`src/hdl/ddss_pkg.sv`:
```
package ddss_pkg;
  // ---------------------------------------------------------------
  // Tag codes
  // ---------------------------------------------------------------
  localparam logic [2:0] TAG_NONE   = 3'h0;
  localparam logic [2:0] TAG_CYL_LO = 3'h1;
  localparam logic [2:0] TAG_CYL_HI = 3'h2;
  localparam logic [2:0] TAG_CTL    = 3'h3;
  localparam logic [2:0] TAG_STATUS = 3'h4;
  localparam logic [2:0] TAG_SENSE1 = 3'h5;
  localparam logic [2:0] TAG_SENSE2 = 3'h6;
  localparam logic [2:0] TAG_SENSE3 = 3'h7;
  // ---------------------------------------------------------------
  // Control byte fields (tag 011) and address byte (tag 010)
  // ---------------------------------------------------------------
  localparam int CTL_RECAL  = 7;
  localparam int CTL_RSTERR = 6;
  localparam int CTL_MHS    = 5;
  localparam int CTL_FHS    = 4;
  localparam int HI_CYL     = 0;
  localparam int HI_HEAD_LO = 3;
  localparam int HI_HEAD_HI = 7;
  // ---------------------------------------------------------------
  // Status byte bits; bit 0 of each byte is its least significant bit
  // ---------------------------------------------------------------
  localparam int ST_FHNS  = 7;
  localparam int ST_BRAKE = 6;
  localparam int ST_TNA   = 5;
  localparam int ST_CMDE  = 4;
  localparam int ST_UNSF  = 3;
  localparam int ST_SINC  = 2;
  localparam int ST_HOME  = 1;
  localparam int ST_NRDY  = 0;
  // ---------------------------------------------------------------
  // Geometry and reset values
  // ---------------------------------------------------------------
  localparam logic [8:0] CYL_MAX   = 9'h167;
  localparam logic [8:0] CYL_HOME  = 9'h000;
  localparam logic [4:0] HEAD_HOME = 5'h01;
  localparam logic [7:0] BYTE_ZERO = 8'h00;
  localparam logic [7:0] PES_LIM   = 8'h19;
  // ---------------------------------------------------------------
  // Timing
  // ---------------------------------------------------------------
  localparam longint CLK_NS       = 4;
  localparam longint NS_PER_MS    = 1000000;
  localparam longint OVL_NS       = 10;
  localparam longint SEEK_TMO_MS  = 1700;
  localparam longint BRAKE_MS     = 5000;
  localparam int     OVL_CYC      = int'((OVL_NS + CLK_NS - 1) / CLK_NS);
  localparam longint SEEK_TMO_CYC = SEEK_TMO_MS * NS_PER_MS / CLK_NS;
  localparam longint BRAKE_CYC    = BRAKE_MS * NS_PER_MS / CLK_NS;
  localparam int     SAMPLE_CNT   = 256;
  localparam int     IDX_TMO_CYC  = 1048576;
endpackage

```
`src/hdl/ddss_pulse_det.sv`:
```
`timescale 1ns/1ns
module ddss_pulse_det #(
  parameter int W = 8,
  parameter int N = ddss_pkg::SAMPLE_CNT
) (
  // Clock and reset
  input  wire logic         ref_clk_i,
  input  wire logic         reset_n_i,
  // Sense bits in, pulsing bits out
  input  wire logic [W-1:0] sense_i,
  output logic      [W-1:0] pulse_o
);
  localparam int CW = $clog2(N);

  logic [CW-1:0] cnt;
  logic [W-1:0]  ref_val;
  logic [W-1:0]  chg;

  // Window restarts from the current value so one glitch is not counted twice
  always_ff @(posedge ref_clk_i or negedge reset_n_i) begin
    if (!reset_n_i) begin
      cnt     <= '0;
      ref_val <= '0;
      chg     <= '0;
      pulse_o <= '0;
    end else begin
      cnt <= cnt + 1'b1;
      if (cnt == CW'(N - 1)) begin
        pulse_o <= chg | (sense_i ^ ref_val);
        chg     <= '0;
        ref_val <= sense_i;
      end else begin
        chg <= chg | (sense_i ^ ref_val);
      end
    end
  end
endmodule

```
`src/hdl/ddss_status_sense.sv`:
```
`timescale 1ns/1ns
// How it works
// - Tags 100/101/110 return status, sense bytes
// - Fixed-head-not-selected set on completions, cleared by fixed head select
// - Cylinder over 359 flags unavailable, no move
// - Parity or bad tag sets command error
// - Keep parity; recheck address before writing
// - Unsafe: flag, interrupt, kill write, deselect
// - Listed write/read hazards set unsafe
// - Reset error clears unsafe unless a hazard is still present
// - Seek incomplete while busy or not ready
// - Home only after recalibrate or power-up
// - Next tag 001 clears home
// - Not-ready sources set it; recalibrate clears
// - Brake reported; power down within 5 s
// - Bad tag code or parity sets sense flag
// - Drive bits encode voice coil state
// - On track within ten percent of center
// - Velocity error sticky until reset error
// - Index/sector missing flag
// - Pulsing bit marks changing sense bit
module ddss_status_sense #(
  parameter int unsigned SEEK_TMO_CYC = 32'(ddss_pkg::SEEK_TMO_CYC),
  parameter int unsigned BRAKE_CYC    = 32'(ddss_pkg::BRAKE_CYC),
  parameter int unsigned IDX_TMO_CYC  = 32'(ddss_pkg::IDX_TMO_CYC)
) (
  // Clock and reset
  input  wire logic       ref_clk_i,
  input  wire logic       reset_n_i,
  // Tag lines and control bus from the adapter
  input  wire logic       tag_stb_i,
  input  wire logic [2:0] tag_i,
  input  wire logic       tag_par_i,
  input  wire logic [7:0] ctl_i,
  input  wire logic       ctl_par_i,
  // Answers to the adapter
  output logic      [7:0] sense_bus_o,
  output logic            sense_par_o,
  output logic      [7:0] pulse_bus_o,
  output logic            pulse_par_o,
  output logic            sense_vld_o,
  output logic            attn_o,
  // Actuator and heads
  output logic            seek_start_o,
  output logic            recal_start_o,
  output logic            mhs_start_o,
  output logic      [8:0] target_cyl_o,
  output logic      [4:0] head_o,
  output logic            heads_sel_o,
  output logic            write_en_o,
  output logic            power_down_o,
  input  wire logic       access_done_i,
  input  wire logic       power_up_done_i,
  // Read/write hazards
  input  wire logic       write_i,
  input  wire logic       read_i,
  input  wire logic       multi_sel_i,
  input  wire logic       sector_pulse_i,
  input  wire logic       index_i,
  input  wire logic       write_cur_det_i,
  input  wire logic       no_write_trans_i,
  input  wire logic       head_short_i,
  // Drive condition
  input  wire logic       servo_unsafe_i,
  input  wire logic       invalid_move_i,
  input  wire logic       plo_sync_i,
  input  wire logic       disk_moving_i,
  input  wire logic       osc_running_i,
  input  wire logic       power_ok_i,
  input  wire logic       brake_i,
  input  wire logic       vel_err_i,
  input  wire logic [7:0] pes_mag_i,
  input  wire logic       linear_i,
  input  wire logic       drive_out_i,
  input  wire logic       drive_in_i,
  input  wire logic [7:0] sense2_i
);
  // ---------------------------------------------------------------
  // Decode
  // ---------------------------------------------------------------
  typedef enum logic [1:0] {OP_IDLE, OP_SEEK, OP_RECAL, OP_MHS} ddss_op_t;

  function automatic logic odd_ok(input logic [7:0] d, input logic p);
    odd_ok = ^{d, p};
  endfunction

  ddss_op_t   op;
  logic       tag_good, bad_tag, ctl_good, cmd_tag, cmd_bad, cmd_go;
  logic       rst_err, cyl_go, recal_go, mhs_go, fhs_go, sense_tag;
  logic [8:0] new_cyl;
  logic       cyl_bad;
  logic       cyl_hi, unsafe;

  assign tag_good  = tag_stb_i && odd_ok({5'h00, tag_i}, tag_par_i)
                     && (tag_i != ddss_pkg::TAG_NONE);
  assign bad_tag   = tag_stb_i && !tag_good;
  assign ctl_good  = odd_ok(ctl_i, ctl_par_i);
  assign cmd_tag   = tag_good && (tag_i < ddss_pkg::TAG_STATUS);
  assign cmd_bad   = cmd_tag && !ctl_good;
  // Only sense and reset error get through while unsafe
  assign cmd_go    = cmd_tag && ctl_good && !unsafe;
  assign rst_err   = cmd_tag && ctl_good && (tag_i == ddss_pkg::TAG_CTL)
                     && ctl_i[ddss_pkg::CTL_RSTERR];
  assign cyl_go    = cmd_go && (tag_i == ddss_pkg::TAG_CYL_LO);
  assign recal_go  = cmd_go && (tag_i == ddss_pkg::TAG_CTL) && ctl_i[ddss_pkg::CTL_RECAL];
  assign mhs_go    = cmd_go && (tag_i == ddss_pkg::TAG_CTL) && ctl_i[ddss_pkg::CTL_MHS];
  assign fhs_go    = cmd_go && (tag_i == ddss_pkg::TAG_CTL) && ctl_i[ddss_pkg::CTL_FHS];
  assign sense_tag = tag_good && (tag_i >= ddss_pkg::TAG_STATUS);
  assign new_cyl   = {cyl_hi, ctl_i};
  assign cyl_bad   = new_cyl > ddss_pkg::CYL_MAX;

  // ---------------------------------------------------------------
  // Flags
  // ---------------------------------------------------------------
  logic fhns, track_na, cmd_err, home, nrdy, tag_perr, vel_err;
  logic tag_lock, addr_ok, mh_sel, out_dir, idx_miss, seek_tmo;
  logic done_seek, done_recal, done_mhs, unsafe_src, nr_src, on_track;
  logic [8:0] cur_cyl;
  logic [7:0] status_byte, sense1_byte, pulse1, pulse2;

  assign done_seek  = access_done_i && (op == OP_SEEK);
  assign done_recal = (access_done_i && (op == OP_RECAL)) || power_up_done_i;
  assign done_mhs   = access_done_i && (op == OP_MHS);
  assign on_track   = pes_mag_i <= ddss_pkg::PES_LIM;

  always_ff @(posedge ref_clk_i or negedge reset_n_i) begin
    if (!reset_n_i) begin
      fhns <= 1'b0;
    end else if (done_seek || done_recal || done_mhs) begin
      fhns <= 1'b1;
    end else if (fhs_go) begin
      fhns <= 1'b0;
    end
  end

  always_ff @(posedge ref_clk_i or negedge reset_n_i) begin
    if (!reset_n_i) begin
      track_na <= 1'b0;
      addr_ok  <= 1'b0;
    end else begin
      if (cyl_go) begin
        track_na <= cyl_bad;
      end
      // Writes wait for a fresh checked address after a command error
      if (cmd_bad || bad_tag) begin
        addr_ok <= 1'b0;
      end else if (cyl_go && !cyl_bad) begin
        addr_ok <= 1'b1;
      end
    end
  end

  always_ff @(posedge ref_clk_i or negedge reset_n_i) begin
    if (!reset_n_i) begin
      cmd_err  <= 1'b0;
      tag_perr <= 1'b0;
      tag_lock <= 1'b0;
      vel_err  <= 1'b0;
    end else begin
      if (bad_tag || cmd_bad) begin
        cmd_err <= 1'b1;
      end else if (rst_err) begin
        cmd_err <= 1'b0;
      end
      if (bad_tag) begin
        tag_perr <= 1'b1;
        tag_lock <= 1'b1;
      end else if (rst_err) begin
        tag_perr <= 1'b0;
        tag_lock <= 1'b0;
      end
      if (vel_err_i) begin
        vel_err <= 1'b1;
      end else if (rst_err) begin
        vel_err <= 1'b0;
      end
    end
  end

  // ---------------------------------------------------------------
  // Data unsafe
  // ---------------------------------------------------------------
  logic [3:0] ovl_cnt;
  logic       ovl;

  always_ff @(posedge ref_clk_i or negedge reset_n_i) begin
    if (!reset_n_i) begin
      ovl_cnt <= '0;
    end else if (write_i && read_i) begin
      if (!ovl) begin
        ovl_cnt <= ovl_cnt + 1'b1;
      end
    end else begin
      ovl_cnt <= '0;
    end
  end
  assign ovl = write_i && read_i && (ovl_cnt >= 4'(ddss_pkg::OVL_CYC - 1));

  assign unsafe_src = ((write_i || read_i) && multi_sel_i) || ovl
                      || (write_i && (nrdy || !on_track || servo_unsafe_i))
                      || (write_i && mh_sel && sector_pulse_i)
                      || (write_i && (no_write_trans_i || head_short_i))
                      || (!write_i && write_cur_det_i);

  always_ff @(posedge ref_clk_i or negedge reset_n_i) begin
    if (!reset_n_i) begin
      unsafe <= 1'b0;
    end else if (unsafe_src) begin
      unsafe <= 1'b1;
    end else if (rst_err) begin
      unsafe <= 1'b0;
    end
  end

  // Write current is gated with no register in the path
  assign write_en_o = write_i && heads_sel_o && !unsafe && !unsafe_src && addr_ok;

  // ---------------------------------------------------------------
  // Access sequencing
  // ---------------------------------------------------------------
  always_ff @(posedge ref_clk_i or negedge reset_n_i) begin
    if (!reset_n_i) begin
      op            <= OP_IDLE;
      seek_start_o  <= 1'b0;
      recal_start_o <= 1'b0;
      mhs_start_o   <= 1'b0;
      target_cyl_o  <= ddss_pkg::CYL_HOME;
      cur_cyl       <= ddss_pkg::CYL_HOME;
      out_dir       <= 1'b0;
    end else begin
      seek_start_o  <= 1'b0;
      recal_start_o <= 1'b0;
      mhs_start_o   <= 1'b0;
      case (op)
        OP_IDLE: begin
          if (recal_go) begin
            op            <= OP_RECAL;
            recal_start_o <= 1'b1;
            target_cyl_o  <= ddss_pkg::CYL_HOME;
          end else if (cyl_go && !cyl_bad) begin
            op           <= OP_SEEK;
            seek_start_o <= 1'b1;
            target_cyl_o <= new_cyl;
            out_dir      <= new_cyl > cur_cyl;
          end else if (mhs_go) begin
            op          <= OP_MHS;
            mhs_start_o <= 1'b1;
          end
        end
        OP_SEEK, OP_MHS: begin
          if (recal_go) begin
            op            <= OP_RECAL;
            recal_start_o <= 1'b1;
            target_cyl_o  <= ddss_pkg::CYL_HOME;
          end else if (access_done_i) begin
            op      <= OP_IDLE;
            cur_cyl <= target_cyl_o;
          end
        end
        OP_RECAL: begin
          if (access_done_i) begin
            op      <= OP_IDLE;
            cur_cyl <= ddss_pkg::CYL_HOME;
          end
        end
        default: op <= OP_IDLE;
      endcase
    end
  end

  always_ff @(posedge ref_clk_i or negedge reset_n_i) begin
    if (!reset_n_i) begin
      cyl_hi      <= 1'b0;
      head_o      <= ddss_pkg::HEAD_HOME;
      heads_sel_o <= 1'b0;
      mh_sel      <= 1'b0;
    end else begin
      if (cmd_go && (tag_i == ddss_pkg::TAG_CYL_HI)) begin
        cyl_hi <= ctl_i[ddss_pkg::HI_CYL];
        head_o <= ctl_i[ddss_pkg::HI_HEAD_HI:ddss_pkg::HI_HEAD_LO];
      end else if (done_recal) begin
        head_o <= ddss_pkg::HEAD_HOME;
      end
      if (unsafe_src) begin
        heads_sel_o <= 1'b0;
      end else if (done_recal || mhs_go || fhs_go) begin
        heads_sel_o <= 1'b1;
      end
      if (done_recal || mhs_go) begin
        mh_sel <= 1'b1;
      end else if (fhs_go) begin
        mh_sel <= 1'b0;
      end
    end
  end

  always_ff @(posedge ref_clk_i or negedge reset_n_i) begin
    if (!reset_n_i) begin
      home <= 1'b0;
    end else if (done_recal) begin
      home <= 1'b1;
    end else if (tag_good && (tag_i == ddss_pkg::TAG_CYL_LO)) begin
      home <= 1'b0;
    end
  end

  // ---------------------------------------------------------------
  // Not ready, timers
  // ---------------------------------------------------------------
  logic [31:0] seek_cnt, brake_cnt, idx_cnt;

  always_ff @(posedge ref_clk_i or negedge reset_n_i) begin
    if (!reset_n_i) begin
      seek_cnt <= '0;
    end else if (op == OP_SEEK || op == OP_RECAL) begin
      if (!seek_tmo) begin
        seek_cnt <= seek_cnt + 1'b1;
      end
    end else begin
      seek_cnt <= '0;
    end
  end
  assign seek_tmo = seek_cnt >= SEEK_TMO_CYC - 1;

  assign nr_src = seek_tmo || invalid_move_i || !plo_sync_i || !disk_moving_i
                  || !osc_running_i || !power_ok_i || servo_unsafe_i;

  always_ff @(posedge ref_clk_i or negedge reset_n_i) begin
    if (!reset_n_i) begin
      nrdy <= 1'b0;
    end else if (nr_src) begin
      nrdy <= 1'b1;
    end else if (done_recal) begin
      nrdy <= 1'b0;
    end
  end

  // Power down is held until reset; the brake cannot be undone here
  always_ff @(posedge ref_clk_i or negedge reset_n_i) begin
    if (!reset_n_i) begin
      brake_cnt    <= '0;
      power_down_o <= 1'b0;
    end else if (brake_i) begin
      if (brake_cnt >= BRAKE_CYC - 1) begin
        power_down_o <= 1'b1;
      end else begin
        brake_cnt <= brake_cnt + 1'b1;
      end
    end else begin
      brake_cnt <= '0;
    end
  end

  always_ff @(posedge ref_clk_i or negedge reset_n_i) begin
    if (!reset_n_i) begin
      idx_cnt  <= '0;
      idx_miss <= 1'b0;
    end else if (index_i || sector_pulse_i) begin
      idx_cnt  <= '0;
      idx_miss <= 1'b0;
    end else if (idx_cnt >= IDX_TMO_CYC - 1) begin
      idx_miss <= 1'b1;
    end else begin
      idx_cnt <= idx_cnt + 1'b1;
    end
  end

  // ---------------------------------------------------------------
  // Bytes and answers
  // ---------------------------------------------------------------
  always_comb begin
    status_byte                    = ddss_pkg::BYTE_ZERO;
    status_byte[ddss_pkg::ST_FHNS]  = fhns;
    status_byte[ddss_pkg::ST_BRAKE] = brake_i;
    status_byte[ddss_pkg::ST_TNA]   = track_na;
    status_byte[ddss_pkg::ST_CMDE]  = cmd_err;
    status_byte[ddss_pkg::ST_UNSF]  = unsafe;
    status_byte[ddss_pkg::ST_SINC]  = (op != OP_IDLE) || nrdy;
    status_byte[ddss_pkg::ST_HOME]  = home;
    status_byte[ddss_pkg::ST_NRDY]  = nrdy;
  end

  assign sense1_byte = {on_track, linear_i, idx_miss, out_dir,
                        !drive_out_i, !drive_in_i, tag_perr, vel_err};

  ddss_pulse_det #(.W(8), .N(ddss_pkg::SAMPLE_CNT)) u_pulse1 (
    .ref_clk_i (ref_clk_i),
    .reset_n_i (reset_n_i),
    .sense_i   (sense1_byte),
    .pulse_o   (pulse1)
  );

  ddss_pulse_det #(.W(8), .N(ddss_pkg::SAMPLE_CNT)) u_pulse2 (
    .ref_clk_i (ref_clk_i),
    .reset_n_i (reset_n_i),
    .sense_i   (sense2_i),
    .pulse_o   (pulse2)
  );

  always_ff @(posedge ref_clk_i or negedge reset_n_i) begin
    if (!reset_n_i) begin
      sense_bus_o <= ddss_pkg::BYTE_ZERO;
      pulse_bus_o <= ddss_pkg::BYTE_ZERO;
      sense_vld_o <= 1'b0;
    end else begin
      sense_vld_o <= sense_tag;
      if (sense_tag) begin
        case (tag_i)
          ddss_pkg::TAG_STATUS: begin
            sense_bus_o <= status_byte;
            pulse_bus_o <= ddss_pkg::BYTE_ZERO;
          end
          ddss_pkg::TAG_SENSE1: begin
            sense_bus_o <= sense1_byte;
            pulse_bus_o <= pulse1;
          end
          ddss_pkg::TAG_SENSE2: begin
            sense_bus_o <= sense2_i;
            pulse_bus_o <= pulse2;
          end
          default: begin
            sense_bus_o <= ddss_pkg::BYTE_ZERO;
            pulse_bus_o <= ddss_pkg::BYTE_ZERO;
          end
        endcase
      end
    end
  end

  // Parity stays correct whatever the error state
  assign sense_par_o = ~^sense_bus_o;
  assign pulse_par_o = ~^pulse_bus_o;

  // A tag error keeps the interrupt through every sense until reset error
  logic irq_ev;
  assign irq_ev = (cyl_go && cyl_bad) || bad_tag || cmd_bad || (unsafe_src && !unsafe)
                  || done_recal || (nr_src && !nrdy);

  always_ff @(posedge ref_clk_i or negedge reset_n_i) begin
    if (!reset_n_i) begin
      attn_o <= 1'b0;
    end else if (irq_ev) begin
      attn_o <= 1'b1;
    end else if (sense_tag && !tag_lock) begin
      attn_o <= 1'b0;
    end
  end
endmodule

```
`config.mk`:
```
export PLATFORM = sky130hd
export DESIGN_NAME = ddss_status_sense
export DESIGN_NICKNAME = d
export VERILOG_FILES = /design/src/hdl/ddss_pkg.sv /design/src/hdl/ddss_pulse_det.sv /design/src/hdl/ddss_status_sense.sv
export SDC_FILE = /design/constraint.sdc
export NUM_CORES = 1
export LEC_CHECK = 0
export BUFFER_PORTS_ARGS = -buffer_cell sky130_fd_sc_hd__buf_2
export CAP_MARGIN = 10
export CORE_ASPECT_RATIO = 1.1
export CORE_UTILIZATION = 30
export DETAILED_ROUTE_END_ITERATION = 7
export PLACE_DENSITY = 0.49
export SYNTH_ARGS = -nofsm -noshare
export SYNTH_HDL_FRONTEND = slang
export SYNTH_HIERARCHICAL = 1
export SYNTH_SLANG_ARGS = --single-unit
```
`constraint.sdc`:
```
create_clock -name ref_clk_i -period 7.95 [get_ports ref_clk_i]
set_clock_uncertainty 0.15 [all_clocks]
set_input_delay 0.795 -clock ref_clk_i [delete_from_list [all_inputs] [get_ports ref_clk_i]]
set_output_delay 0.795 -clock ref_clk_i [all_outputs]
set_load 0.02 [all_outputs]
```
* Word-level counts from Yosys, hierarchy flattened *
Cells that the tools add are included.
W data, S select, Z words.

operators by class
  add/subtract/negate cells = 6
  order comparisons = 9
  eq/ne operators = 21
  mux-type cells = 57
  bitwise gates (word level) = 5
  reductions and logical operators = 109

operators by type and width
  cell                     number
  $mux W32                 6
  $add A32 B1 Y32 const B  3
  $mux W9                  6
  $logic_and A1 B1 Y1      37
  $pmux W9 S2              2
  $ge A32 B20 Y1 const B   1
  $ge A32 B29 Y1 const B   1
  $ge A32 B31 Y1 const B   1
  $reduce_bool A2 Y1       16
  $logic_or A1 B1 Y1       29
  $mux W1                  29
  $pmux W8 S3              1
  $reduce_xor A9 Y1        2
  $add A8 B1 Y8 const B    2
  $eq A8 B8 Y1 const B     2
  $mux W8                  2
  $ne A2 B2 Y1 const B     8
  $or A8 B8 Y8             2
  $pmux W8 S2              1
  $reduce_xnor A8 Y1       2
  $xor A8 B8 Y8            2
  $logic_not A1 Y1         15
  $mux W2                  5
  $mux W5                  2
  24 further kinds         30

storage, ports and cells
  bits in registers = 225

* Longest topological paths before layout *
Gate-level depths: netlist of the first run.

  word-level depth = 14
  gate-level depth with buffers = 10
  depth with buffers taken out = 8

* By module *
The synthesis of the first run kept the hierarchy.

by module, submodules not included
  module             times used  cells an instance  area an instance (um^2)
  ddss_status_sense  1           912                8635.8
  ddss_pulse_det     2           100                1312.5

* Worst setup path after synthesis of the first run *
No wires, ideal clock.

  path type = input to register
  start = in ctl_i[3]
  end = reg cur_cyl[0]
  arrival time = 3.152 ns
  data required time = 7.673 ns
  setup slack = 4.520 ns
  stages on the path = 10
  path buffers = 2
  path through = inv_1 -> ha_1 -> xnor2_1 -> xnor3_1 -> or3_1 -> buf_2 -> nor2_2 -> a211oi_1 -> buf_1 -> mux2_1

on the way
  word-level cells in the longest chain between the ends = 7

RTL lines
  what                              RTL line                  RTL
  start, declared                   ddss_status_sense.sv:34   input wire logic [7:0] ctl_i,
  $reduce_xor A9 Y1                 ddss_status_sense.sv:84   odd_ok = ^{d, p};
  $logic_and A1 B1 Y1 (2 in a row)  ddss_status_sense.sv:101  assign cmd_go = cmd_tag && ctl_good && !unsafe;
  $logic_and A1 B1 Y1 (2 in a row)  ddss_status_sense.sv:105  assign recal_go = cmd_go && (tag_i == ddss_pkg::TAG_CTL) && ctl_i[ddss_pkg::CTL_RECAL];
  $ne A2 B2 Y1 (no line)            -
  $reduce_and A4 Y1 (no line)       -
  end signal, assigned              ddss_status_sense.sv:228  cur_cyl <= ddss_pkg::CYL_HOME;
  end signal, assigned              ddss_status_sense.sv:257  cur_cyl <= target_cyl_o;
  end signal, assigned              ddss_status_sense.sv:263  cur_cyl <= ddss_pkg::CYL_HOME;
  end, declared                     ddss_status_sense.sv:118  logic [8:0] cur_cyl;

No other way between the ends.
A chain may end at the register's enable or synchronous reset.

* Worst setup path after layout of the first run *
  start = reg ovl_cnt[0]
  end = out write_en_o

on the way
  word-level cells in the longest chain between the ends = 10

RTL lines
  what                              RTL line                  RTL
  start, declared                   ddss_status_sense.sv:183  logic [3:0] ovl_cnt;
  start signal, assigned            ddss_status_sense.sv:191  ovl_cnt <= ovl_cnt + 1'b1;
  $ge A4 B2 Y1                      ddss_status_sense.sv:197  assign ovl = write_i && read_i && (ovl_cnt >= 4'(ddss_pkg::OVL_CYC - 1));
  $logic_and A1 B1 Y1               ddss_status_sense.sv:197
  $logic_or A1 B1 Y1                ddss_status_sense.sv:199  assign unsafe_src = ((write_i || read_i) && multi_sel_i) || ovl
  $logic_or A1 B1 Y1                ddss_status_sense.sv:200  || (write_i && (nrdy || !on_track || servo_unsafe_i))
  $logic_or A1 B1 Y1                ddss_status_sense.sv:201  || (write_i && mh_sel && sector_pulse_i)
  $logic_or A1 B1 Y1                ddss_status_sense.sv:202  || (write_i && (no_write_trans_i || head_short_i))
  $logic_or A1 B1 Y1                ddss_status_sense.sv:203  || (!write_i && write_cur_det_i);
  $logic_not A1 Y1                  ddss_status_sense.sv:216  assign write_en_o = write_i && heads_sel_o && !unsafe && !unsafe_src && addr_ok;
  $logic_and A1 B1 Y1 (2 in a row)  ddss_status_sense.sv:216
  end, declared                     ddss_status_sense.sv:50   output logic write_en_o,

No other way between the ends.

==> metrics.md, run 1 <==
| Metric | Value |
|---|---|
| Status | finished clean |
| TritonCTS Buffers | 26 |
| First-pass GRT wire length | about 44 mm |
| WP data required | 7.01 ns |
| Slew HR | 0.229 |
| Std-Cell Rows | 74 |
| Die Area | 38300 um2 |
| CTS Hold Bufs | 0 |
| Syn avg cell area | 10.1 um2 |
| Clock sink count | 225 |
| R2r endpoint | brake_cnt[26] |
| Initial DRC count | 445 |
| Htree depth | 1 |
| Most used DFF post-synth | dfrtp_1 |
| IO Pins | 93 |
| Wire per inst | 15.4 um |
| CP Launch Type | flip-flop |
| Total GRT Usage | 0.139 |
| Worst reg2reg path depth | 6 |
| Max cap viols | 0 |
| Height of the die | 205 um |
| Pwr/cell area | 211 nW/um2 |
| Nets | ~1300 |
| Remaining antenna violation count | 0 |
| Final HPWL from detailed placement | 18.1 mm |
| Initial Util | 0.304 |
| Arrival time worst endpoint | 2.76 ns |
| Vias | 8308 |
| Post-CTS setup buffer count | 0 |
| Inserted Diodes | 0 |
| DRC viols | 0 |
| Post-synth EDFFs | 0 |
| PostCTS Resize Cnt | 0 |
| Register bit total from synthesis | 225 |
| Async S/R FF share, synth | 1.00 |
| Setup Viol. Count Final | 0 |
| Number of I/O port buffers | 91 |
| Worst Path Max Fanout | 4 |
| Setup TNS | 0 ns |
| Max rail drop VDD | 0.249 mV |
| Worst Max-Slew Pin Slew | 1.15 ns |
| FF-to-FF setup slack | roughly 4.6 ns |
| Clock transition at the registers of the reported paths | roughly 0.060 ns |
| GPL Wtd Cong | 0.845 |
| CTS Root Cell | clkbuf_16 |
| 1st-pass router iterations | 5 |
| Final hold vios | 0 |
| Sequential cell area | ~5600 um2 |
| Initial antenna violation count | 1 |
| Fillers | 3787 |
| Tcrit/Tclk final | 0.467 |
| Sequential fraction of the synthesis area | 0.500 |
| CTS max path bufs | 3 |
| Layout Cells excl Fill | 1707 |
| TritonCTS clock tree | done |
| Cells after DPL | between 1500 and 2000 |
| Crit end category | output pin |
| Hold WC Path Type | in2async |
| Multi-input logic area | around 5200 um2 |
| Kind of critical path | reg2out |
| Vias/cell | 4.87 |
| Syn-to-layout area delta | 16.1% |
| Fin crit period | between 3 and 4 ns |
| Remaining Overflow, GRT | 0 |
| Static Leakage | 5.72 nW |
| Syn Inst Count | 1112 |
| Total chip power | 2.76 mW |
| Vias in the first global route | 8190 |
| Launching point of the worst reg2reg path | brake_cnt[21] |
| Routed wire length | between 20 and 30 mm |
| Mapped cell area | 11300 um2 |
| Post-Synthesis Net Count | 1189 |
| Share of layout cells above drive strength 1 | 0.148 |
| Skew-Pair Late Insertion Delay | 0.53 ns |
| RSZ-0062 raised after global routing | false |
| CORE AREA | 37000 um2 |
| Die W | 187 um |
| Fmax | around 270 MHz |
| Distinct cells, synth | 65 |
| Fin. max-slew vios | 0 |
| Count of warnings emitted by yosys | 6 |
| Largest net degree at the start of global routing | about 120 |
[power breakdown]
part | internal [mW] | total (mW) | switching, mW
clock | 0.745 | 1.22 | 0.475
combinational | 0.132 | 0.335 | 0.203
sequential | 1.18 | 1.21 | 0.0263
total | 2.06 | 2.76 | 0.704
[metal layers]
| layer | vias up | track usage | wire (um) |
|---|---|---|---|
| met5 | - | 0 | 0 |
| met4 | 0 | 0.0310 | 406 |
| met3 | 25 | 0.0167 | 901 |
| met2 | 135 | 0.228 | 12200 |
| met1 | 4051 | 0.197 | 12700 |
| li1 | 4097 | - | - |
[synthesized netlist by cell type, types with 7 or more instances]
library cell	instances	area share
nand2_1	75	0.025
and3_1	23	0.013
xnor2_1	38	0.030
dfrtp_1	224	0.50
inv_1	50	0.017
or4_1	16	0.011
and2_1	25	0.014
clkbuf_1	29	0.0097
nor4_1	16	0.0089
or3_1	17	0.0094
and4_1	7	0.0054
a21oi_1	48	0.021
o21ai_1	25	0.011
mux2_2	21	0.021
o21a_1	10	0.0067
nand2b_1	24	0.013
o21ai_0	40	0.018
o31ai_1	28	0.019
a22oi_1	9	0.0060
nand4_1	19	0.011
xor2_1	47	0.037
ha_1	24	0.027
nand3_1	44	0.020
nor3_1	26	0.012
mux2i_1	29	0.026
nor2_1	104	0.035
a21o_1	7	0.0047
[placed cells by master, fill, tap and decap left out, drive strengths merged, types with 26 or more instances in the layout]
cell    Yosys  layout
nor3       26      26
xnor2      38      38
dfrtp     224     224
xor2       47      47
clkbuf     29      36
mux2       28      28
nand2      75      75
mux2i      29      29
nor2      107     107
o31ai      28      28
inv        50      50
a21oi      48      48
o21ai      66      66
buf        13      97
nand3      46      46
[how the worst max path moves through the flow]
stage               start         endpoint  slack (ns)
2_1_floorplan    ctl_i[3]       cur_cyl[0]        4.52
3_3_place_gp     ctl_i[4]  target_cyl_o[7]        3.83
3_5_place_dp     ctl_i[4]  target_cyl_o[7]        3.79
4_1_cts        ovl_cnt[0]       write_en_o        4.12
5_1_grt        ovl_cnt[0]       write_en_o        3.96
6_report       ovl_cnt[0]       write_en_o        4.24
[critical path, stage by stage, from the launching register on]
cell,delay (ns)
dfrtp_1,0.38
inv_1,0.06
ha_1,0.18
nor4_1,0.64
nor2_1,0.07
o21ai_0,0.15
o21ai_1,0.16
nor4_1,0.36
buf_2,0.23
[logic make-up after synthesis]
family / Yosys count / synth area share
xor gates and xnor gates: 86 / 0.0681
DFF: 225 / 0.500
adders and majority gates: 24 / 0.0267
AOI/OAI and AO/OA: 201 / 0.112
and+or+nand+nor: 427 / 0.204
buffers and inverters: 92 / 0.0340
muxes: 57 / 0.0551
[metrics by stage]
stage	hold slack [ns]	utilization	worst slack, ns	area [um2]
6_report	0.162	0.353	4.24	13100
3_3_place_gp	0.281	0.329	3.83	12200
3_5_place_dp	0.288	0.329	3.79	12200
4_1_cts	0.237	0.353	4.12	13100
2_1_floorplan	0.265	-	4.52	11300
5_1_grt	0.272	0.353	3.96	13100
[registers in the layout, summed over array words and instances (netlist names), 9 cells and up]
| name | cells |
|---|---|
| seek_cnt | 32 |
| cur_cyl | 9 |
| brake_cnt | 32 |
| target_cyl_o | 9 |
| idx_cnt | 32 |
[area by class of cell]
cell class	instances	share of cell area
Tap cell	494	0.0473
Inverter	50	0.0144
Clock buffer	36	0.0596
Sequential cell	225	0.431
Timing Repair Buffer	97	0.0389
Multi-Input combinational cell	795	0.401
Clock inverter	10	0.00794
Note: power is estimated with default switching activity, not from simulation.
==> inputs of run 2 (changes only) <==
Clock period 7.95 ns to 3.5 ns, I/O delays scaled along.
==> metrics.md, run 2 (synthesis results as in run 1) <==
| Metric | Value |
|---|---|
| Setup Viol. Count Final | 0 (unchanged) |
| Vias/cell | 4.85 (-0.28%) |
| RSZ-0062 raised after global routing | false |
| Htree depth | 1 (unchanged) |
| CORE AREA | 37000 um2 (unchanged) |
| Most used cell, CP | dlygate4sd3_1 |
| Number of I/O port buffers | 91 (unchanged) |
| Vias in the first global route | 8523 (+4.1%) |
| P_int | 4.61 mW (+120%) |
| Die Area | 38300 um2 (unchanged) |
| CP cell instances | dlygate4sd3_1 -> buf_2 -> ha_1 -> xor2_1 -> xnor3_2 -> or3_4 -> nor3_1 -> buf_4 -> nand2_1 -> a221o_1 -> dlygate4sd3_1 |
| Slew HR | 0.267 (+0.0381) |
| Commonest non-fill, non-tap cell in the layout | dfrtp_1 |
| CP Launch Type | input pin |
| Die W | 187 um (unchanged) |
| FF-to-FF setup slack | 0.42 ns (-4.22 ns) |
| Fin. max-slew vios | 0 (unchanged) |
| Sequential share of power | 0.442 (+0.004) |
| First-pass GRT wire length | 45.1 mm (+2.0%) |
| CTS Root Cell | clkbuf_16 |
| Commonest cells after routing, fill and taps aside | dfrtp_1 (224), nor2_1 (104), buf_2 (90) |
| CP peak stage delay | 0.55 ns (-0.09 ns) |
| Pwr/cell area | 466 nW/um2 (+120%) |
| Wire per inst | 15.5 um (+0.37%) |
| Arrival time worst endpoint | 3.55 ns (+0.79 ns) |
| Post-CTS setup buffer count | 0 (unchanged) |
| Clock transition at the registers of the reported paths | 0.06 ns (about the same) |
| IO Pins | 93 (unchanged) |
| Kind of critical path | in2reg |
| Initial Util | 0.304 (unchanged) |
| Clock sink count | 225 (unchanged) |
| Initial antenna violation count | 2 (+1) |
| Skew-Pair Late Insertion Delay | 0.53 ns (about the same) |
| Setup TNS | 0 ns (unchanged) |
| Max rail drop VDD | 0.380 mV (+52%) |
| Crit end category | flip-flop |
| Initial DRC count | 456 (+2.5%) |
| CTS max path bufs | 3 (unchanged) |
| Largest net degree at the start of global routing | 91 (-23%) |
| Nets | 1303 (+2.4%) |
| Fin crit period | about 3.3 ns |
| Max cap viols | 0 (unchanged) |
| Total GRT Usage | 0.143 (+0.00398) |
| Status | finished clean |
| Switching Fraction | 0.259 (+0.00434) |
| Static Leakage | 5.84 nW (+2.1%) |
| Post-layout util | 0.361 (+0.00753) |
| Hold WC Path Type | in2reg |
| Final HPWL from detailed placement | 18.7 mm (+3.0%) |
| Net Switching | 1.61 mW (+130%) |
| Total chip power | 6.22 mW (+130%) |
| Share of layout cells above drive strength 1 | 0.154 (+0.00597) |
| Critical path's slowest cell | dlygate4sd3_1 |
| Hold Crit Depth | 2 |
| Clk pwr share | 0.431 (-0.010) |
| Fillers | 3796 (+0.24%) |
| GPL Wtd Cong | 0.834 (-1.3%) |
| Fmax | between 300 and 400 MHz |
| 1st-pass router iterations | 5 (unchanged) |
| Syn-to-layout area delta | 18.6% |
| Launching point of the worst reg2reg path | brake_cnt[21] |
| Worst reg2reg path depth | 6 (unchanged) |
| TritonCTS Buffers | 26 (unchanged) |
| Remaining Overflow, GRT | 0 (unchanged) |
| TritonCTS clock tree | done |
| R2r endpoint | brake_cnt[17] |
| Combinational cell fraction of total power | 0.127 (+0.006) |
| Routed wire length | 26.9 mm (+2.3%) |
| Final hold vios | 0 (unchanged) |
| WHS | 0.0181 ns (-0.144 ns) |
| Worst Max-Slew Pin Slew | 1.09 ns (-0.0587 ns) |
| Worst Path Max Fanout | 6 (+2) |
| Tcrit/Tclk final | 0.937 |
| WP data required | 3.77 ns (-3.24 ns) |
| Std-Cell Rows | 74 (unchanged) |
| Crit path from | ctl_i[6] |
| Sequential cell area | 5630 um2 (unchanged) |
| Remaining antenna violation count | 0 (unchanged) |
| DRC viols | 0 (unchanged) |
| Worst Setup EP | fhns |
| Vias | 8445 (+1.6%) |
| Multi-input logic area | 5260 um2 (+0.24%) |
| Largest regs | brake_cnt (32), idx_cnt (32), seek_cnt (32) |
| Height of the die | 205 um (unchanged) |
[run 2: changes by cell type in the layout (fill, tap and decap cells not counted), sizes merged]
cell and delta:
buf +14, bufinv -1, clkbuf +4, clkinv -4
clkinvlp +1, diode +2, dlygate4sd3 +17
[run 2: timing repair]
item	in CTS	in global routing
hold endpoints to repair	103	0
gates resized for setup	0	3
setup endpoints to repair	0	2
hold buffers	17	0
[run 2: per-layer routing]
layer  track usage  routed length, um
met1         0.195              12900
met2         0.239              12500
met3        0.0165                803
met4        0.0457                663
met5             0                  0
[run 2: worst min path at each step]
| stage | slack (ns) | end | startpoint |
|---|---|---|---|
| 5_1_grt | 0.01 | u_pulse2/ref_val[3] | sense2_i[3] |
| 3_5_place_dp | 0.28 | cur_cyl[2] | reset_n_i |
| 4_1_cts | 0.0007 | u_pulse1/ref_val[6] | linear_i |
| 3_3_place_gp | 0.28 | u_pulse1/cnt[0] | u_pulse1/cnt[0] |
| 2_1_floorplan | -0.1 | addr_ok | reset_n_i |
| 6_report | 0.02 | u_pulse2/ref_val[3] | sense2_i[3] |
[run 2: power groups by stage]
stage	registers (mW)	clock network [mW]	logic (mW)
2_1_floorplan	2.85	0	0.436
3_3_place_gp	2.79	0	0.775
3_5_place_dp	2.80	0	0.788
4_1_cts	2.75	2.78	0.804
5_1_grt	2.76	2.87	0.883
6_report	2.75	2.68	0.791
[run 2: worst max-delay path, delay by kind of cell]
family                     cells  cell delay, ns
buffers and inverters          4            1.40
and+or+nand+nor                3            0.71
xor gates and xnor gates       2            0.51
adders and majority gates      1            0.29
AOI/OAI and AO/OA              1            0.29
[run 2: per-stage QoR]
| stage | cell area, um2 | worst slack (ns) | instances |
|---|---|---|---|
| finish | 13400 | 0.222 | 1740 |
| global route | 13400 | 0.128 | 1739 |
| CTS | 13300 | 0.0269 | 1738 |
| detailed placement | 12300 | 0.260 | 1675 |
| global placement | 12300 | 0.301 | 1675 |
| floorplan | 11300 | 0.515 | 1112 |
[run 2: layout make-up]
type / instances / share of cell area
clock inverter: 6 / 0.00431
timing repair buffer: 128 / 0.0607
tap: 494 / 0.0463
multi-input combinational: 795 / 0.394
sequential: 225 / 0.422
inverter: 50 / 0.0141
antenna: 2 / 0.000375
clock buffer: 40 / 0.0587
==> inputs of run 3 (changes only) <==
Settings changed: MAX_ROUTING_LAYER set to met4.
==> metrics.md, run 3 (synthesis results as in run 1) <==
| Metric | Value |
|---|---|
| Status | finished clean |
| Worst Max-Slew Pin Slew | 1.14 ns (+0.0477 ns) |
| P_int | 4.61 mW (about the same) |
| CORE AREA | 37000 um2 (unchanged) |
| Htree depth | 1 (unchanged) |
| Vias in the first global route | 8504 (-0.22%) |
| IO Pins | 93 (unchanged) |
| Commonest non-fill, non-tap cell in the layout | dfrtp_1 |
| Static Leakage | 5.84 nW (unchanged) |
| Fmax | 305 MHz (about the same) |
| Nets | 1303 (unchanged) |
| Combinational cell fraction of total power | 0.127 (about the same) |
| Clk pwr share | 0.431 (about the same) |
| R2r endpoint | brake_cnt[17] |
| Net Switching | 1.61 mW (about the same) |
| Largest net degree at the start of global routing | 91 (unchanged) |
| Max rail drop VDD | 0.380 mV (about the same) |
| CTS Root Cell | clkbuf_16 |
| Die Area | 38300 um2 (unchanged) |
| Setup TNS | 0 ns (unchanged) |
| Hold Path Sink | u_pulse2/ref_val[3] |
| Share of layout cells above drive strength 1 | 0.154 (unchanged) |
| WP data required | 3.77 ns (about the same) |
| Final HPWL from detailed placement | 18.7 mm (unchanged) |
| CP Launch Type | input pin |
| Initial DRC count | 434 (-4.8%) |
| Initial antenna violation count | 2 (unchanged) |
| Remaining Overflow, GRT | 0 (unchanged) |
| Switching Fraction | 0.259 (about the same) |
| Wire per inst | 15.5 um (about the same) |
| Post-CTS setup buffer count | 0 (unchanged) |
| Sequential share of power | 0.442 (about the same) |
| Routed wire length | 26.9 mm (about the same) |
| Clock sink count | 225 (unchanged) |
| 1st-pass router iterations | 4 (-1) |
| Die W | 187 um (unchanged) |
| Fillers | 3796 (unchanged) |
| WHS | 0.0175 ns (-0.000647 ns) |
| RSZ-0062 raised after global routing | false |
| Std-Cell Rows | 74 (unchanged) |
| Launching point of the worst reg2reg path | brake_cnt[21] |
| Worst Path Max Fanout | 6 (unchanged) |
| Skew-Pair Late Insertion Delay | 0.53 ns (about the same) |
| CTS max path bufs | 3 (unchanged) |
| Tcrit/Tclk final | 0.937 (about the same) |
| TritonCTS Buffers | 26 (unchanged) |
| GPL Wtd Cong | 0.847 (+1.5%) |
| Cells after DPL | 1675 (unchanged) |
| FF-to-FF setup slack | 0.42 ns (about the same) |
| Crit end category | flip-flop |
| Pwr/cell area | 466 nW/um2 (about the same) |
| Max cap viols | 0 (unchanged) |
| Worst reg2reg path depth | 6 (unchanged) |
| Remaining antenna violation count | 0 (unchanged) |
| Fin. max-slew vios | 0 (unchanged) |
| Fin crit period | 3.28 ns (+0.000741 ns) |
| Min-Delay Startpoint | sense2_i[3] |
| Number of I/O port buffers | 91 (unchanged) |
| Kind of critical path | in2reg |
| Slew HR | 0.235 (-0.0320) |
| Clock transition at the registers of the reported paths | 0.06 ns (about the same) |
| Layout Cells excl Fill | 1740 (unchanged) |
| DRC viols | 0 (unchanged) |
| Setup Viol. Count Final | 0 (unchanged) |
| Commonest cells after routing, fill and taps aside | dfrtp_1 (224), nor2_1 (104), buf_2 (90) |
| Largest regs | brake_cnt (32), idx_cnt (32), seek_cnt (32) |
| Hold WC Path Type | in2reg |
| Arrival time worst endpoint | 3.55 ns (about the same) |
| Vias/cell | 4.83 (-0.46%) |
| Total chip power | 6.23 mW (about the same) |
| Total GRT Usage | 0.148 (+0.00434) |
| Initial Util | 0.304 (unchanged) |
| TritonCTS clock tree | done |
| Post-layout util | 0.361 (unchanged) |
| First-pass GRT wire length | 45.1 mm (about the same) |
| Height of the die | 205 um (unchanged) |
| Syn-to-layout area delta | 18.6% (unchanged) |
| Final hold vios | 0 (unchanged) |
| Hold Crit Depth | 2 (unchanged) |
| Vias | 8406 (-0.46%) |
## run 3: stage by stage
stage	setup slack [ns]	instance area (um2)
floorplan	0.515	11300
global placement	0.301	12300
detailed placement	0.260	12300
CTS	0.0269	13300
global route	0.128	13400
finish	0.221	13400
## run 3: layout make-up
type                       count  area, um2  share of cell area
clock inverter                 6       57.6             0.00431
inverter                      50        188              0.0141
tap                          494        618              0.0463
multi-input combinational    795       5260               0.394
timing repair buffer         128        811              0.0607
sequential                   225       5630               0.422
clock buffer                  40        785              0.0587
antenna                        2       5.00            0.000375
## run 3: how the worst max path moves through the flow
stage | from | endpoint | cells past startpoint
6_report | ctl_i[6] | fhns | 11
5_1_grt | ctl_i[6] | fhns | 11
4_1_cts | ctl_i[6] | fhns | 11
3_5_place_dp | ctl_i[4] | target_cyl_o[7] | 10
3_3_place_gp | ctl_i[4] | target_cyl_o[7] | 10
2_1_floorplan | ctl_i[3] | cur_cyl[0] | 10
## run 3: power groups by stage
stage | clock network [mW] | registers [mW] | logic [mW]
after CTS | 2.78 | 2.75 | 0.804
after global placement | 0 | 2.79 | 0.775
after global routing | 2.88 | 2.76 | 0.883
final | 2.69 | 2.75 | 0.790
after detailed placement | 0 | 2.80 | 0.788
after floorplan | 0 | 2.85 | 0.436
## run 3: per-layer routing
metal	part of all wire	global-route usage
met3	0.029	0.0165
met2	0.47	0.238
met4	0.024	0.0457
met5	0	-
met1	0.48	0.195
## run 3: critical path: stages
cell and delay, ns:
dlygate4sd3_1 0.53, buf_2 0.16, ha_1 0.29, xor2_1 0.18, xnor3_2 0.33, or3_4 0.45
nor3_1 0.19, buf_4 0.16, nand2_1 0.07, a221o_1 0.29, dlygate4sd3_1 0.55
## run 3: repair_timing
action	in CTS	in global routing
hold buffers	17	0
endpoints found under the hold margin	103	0
resized for setup	0	3
setup endpoints to repair	0	2
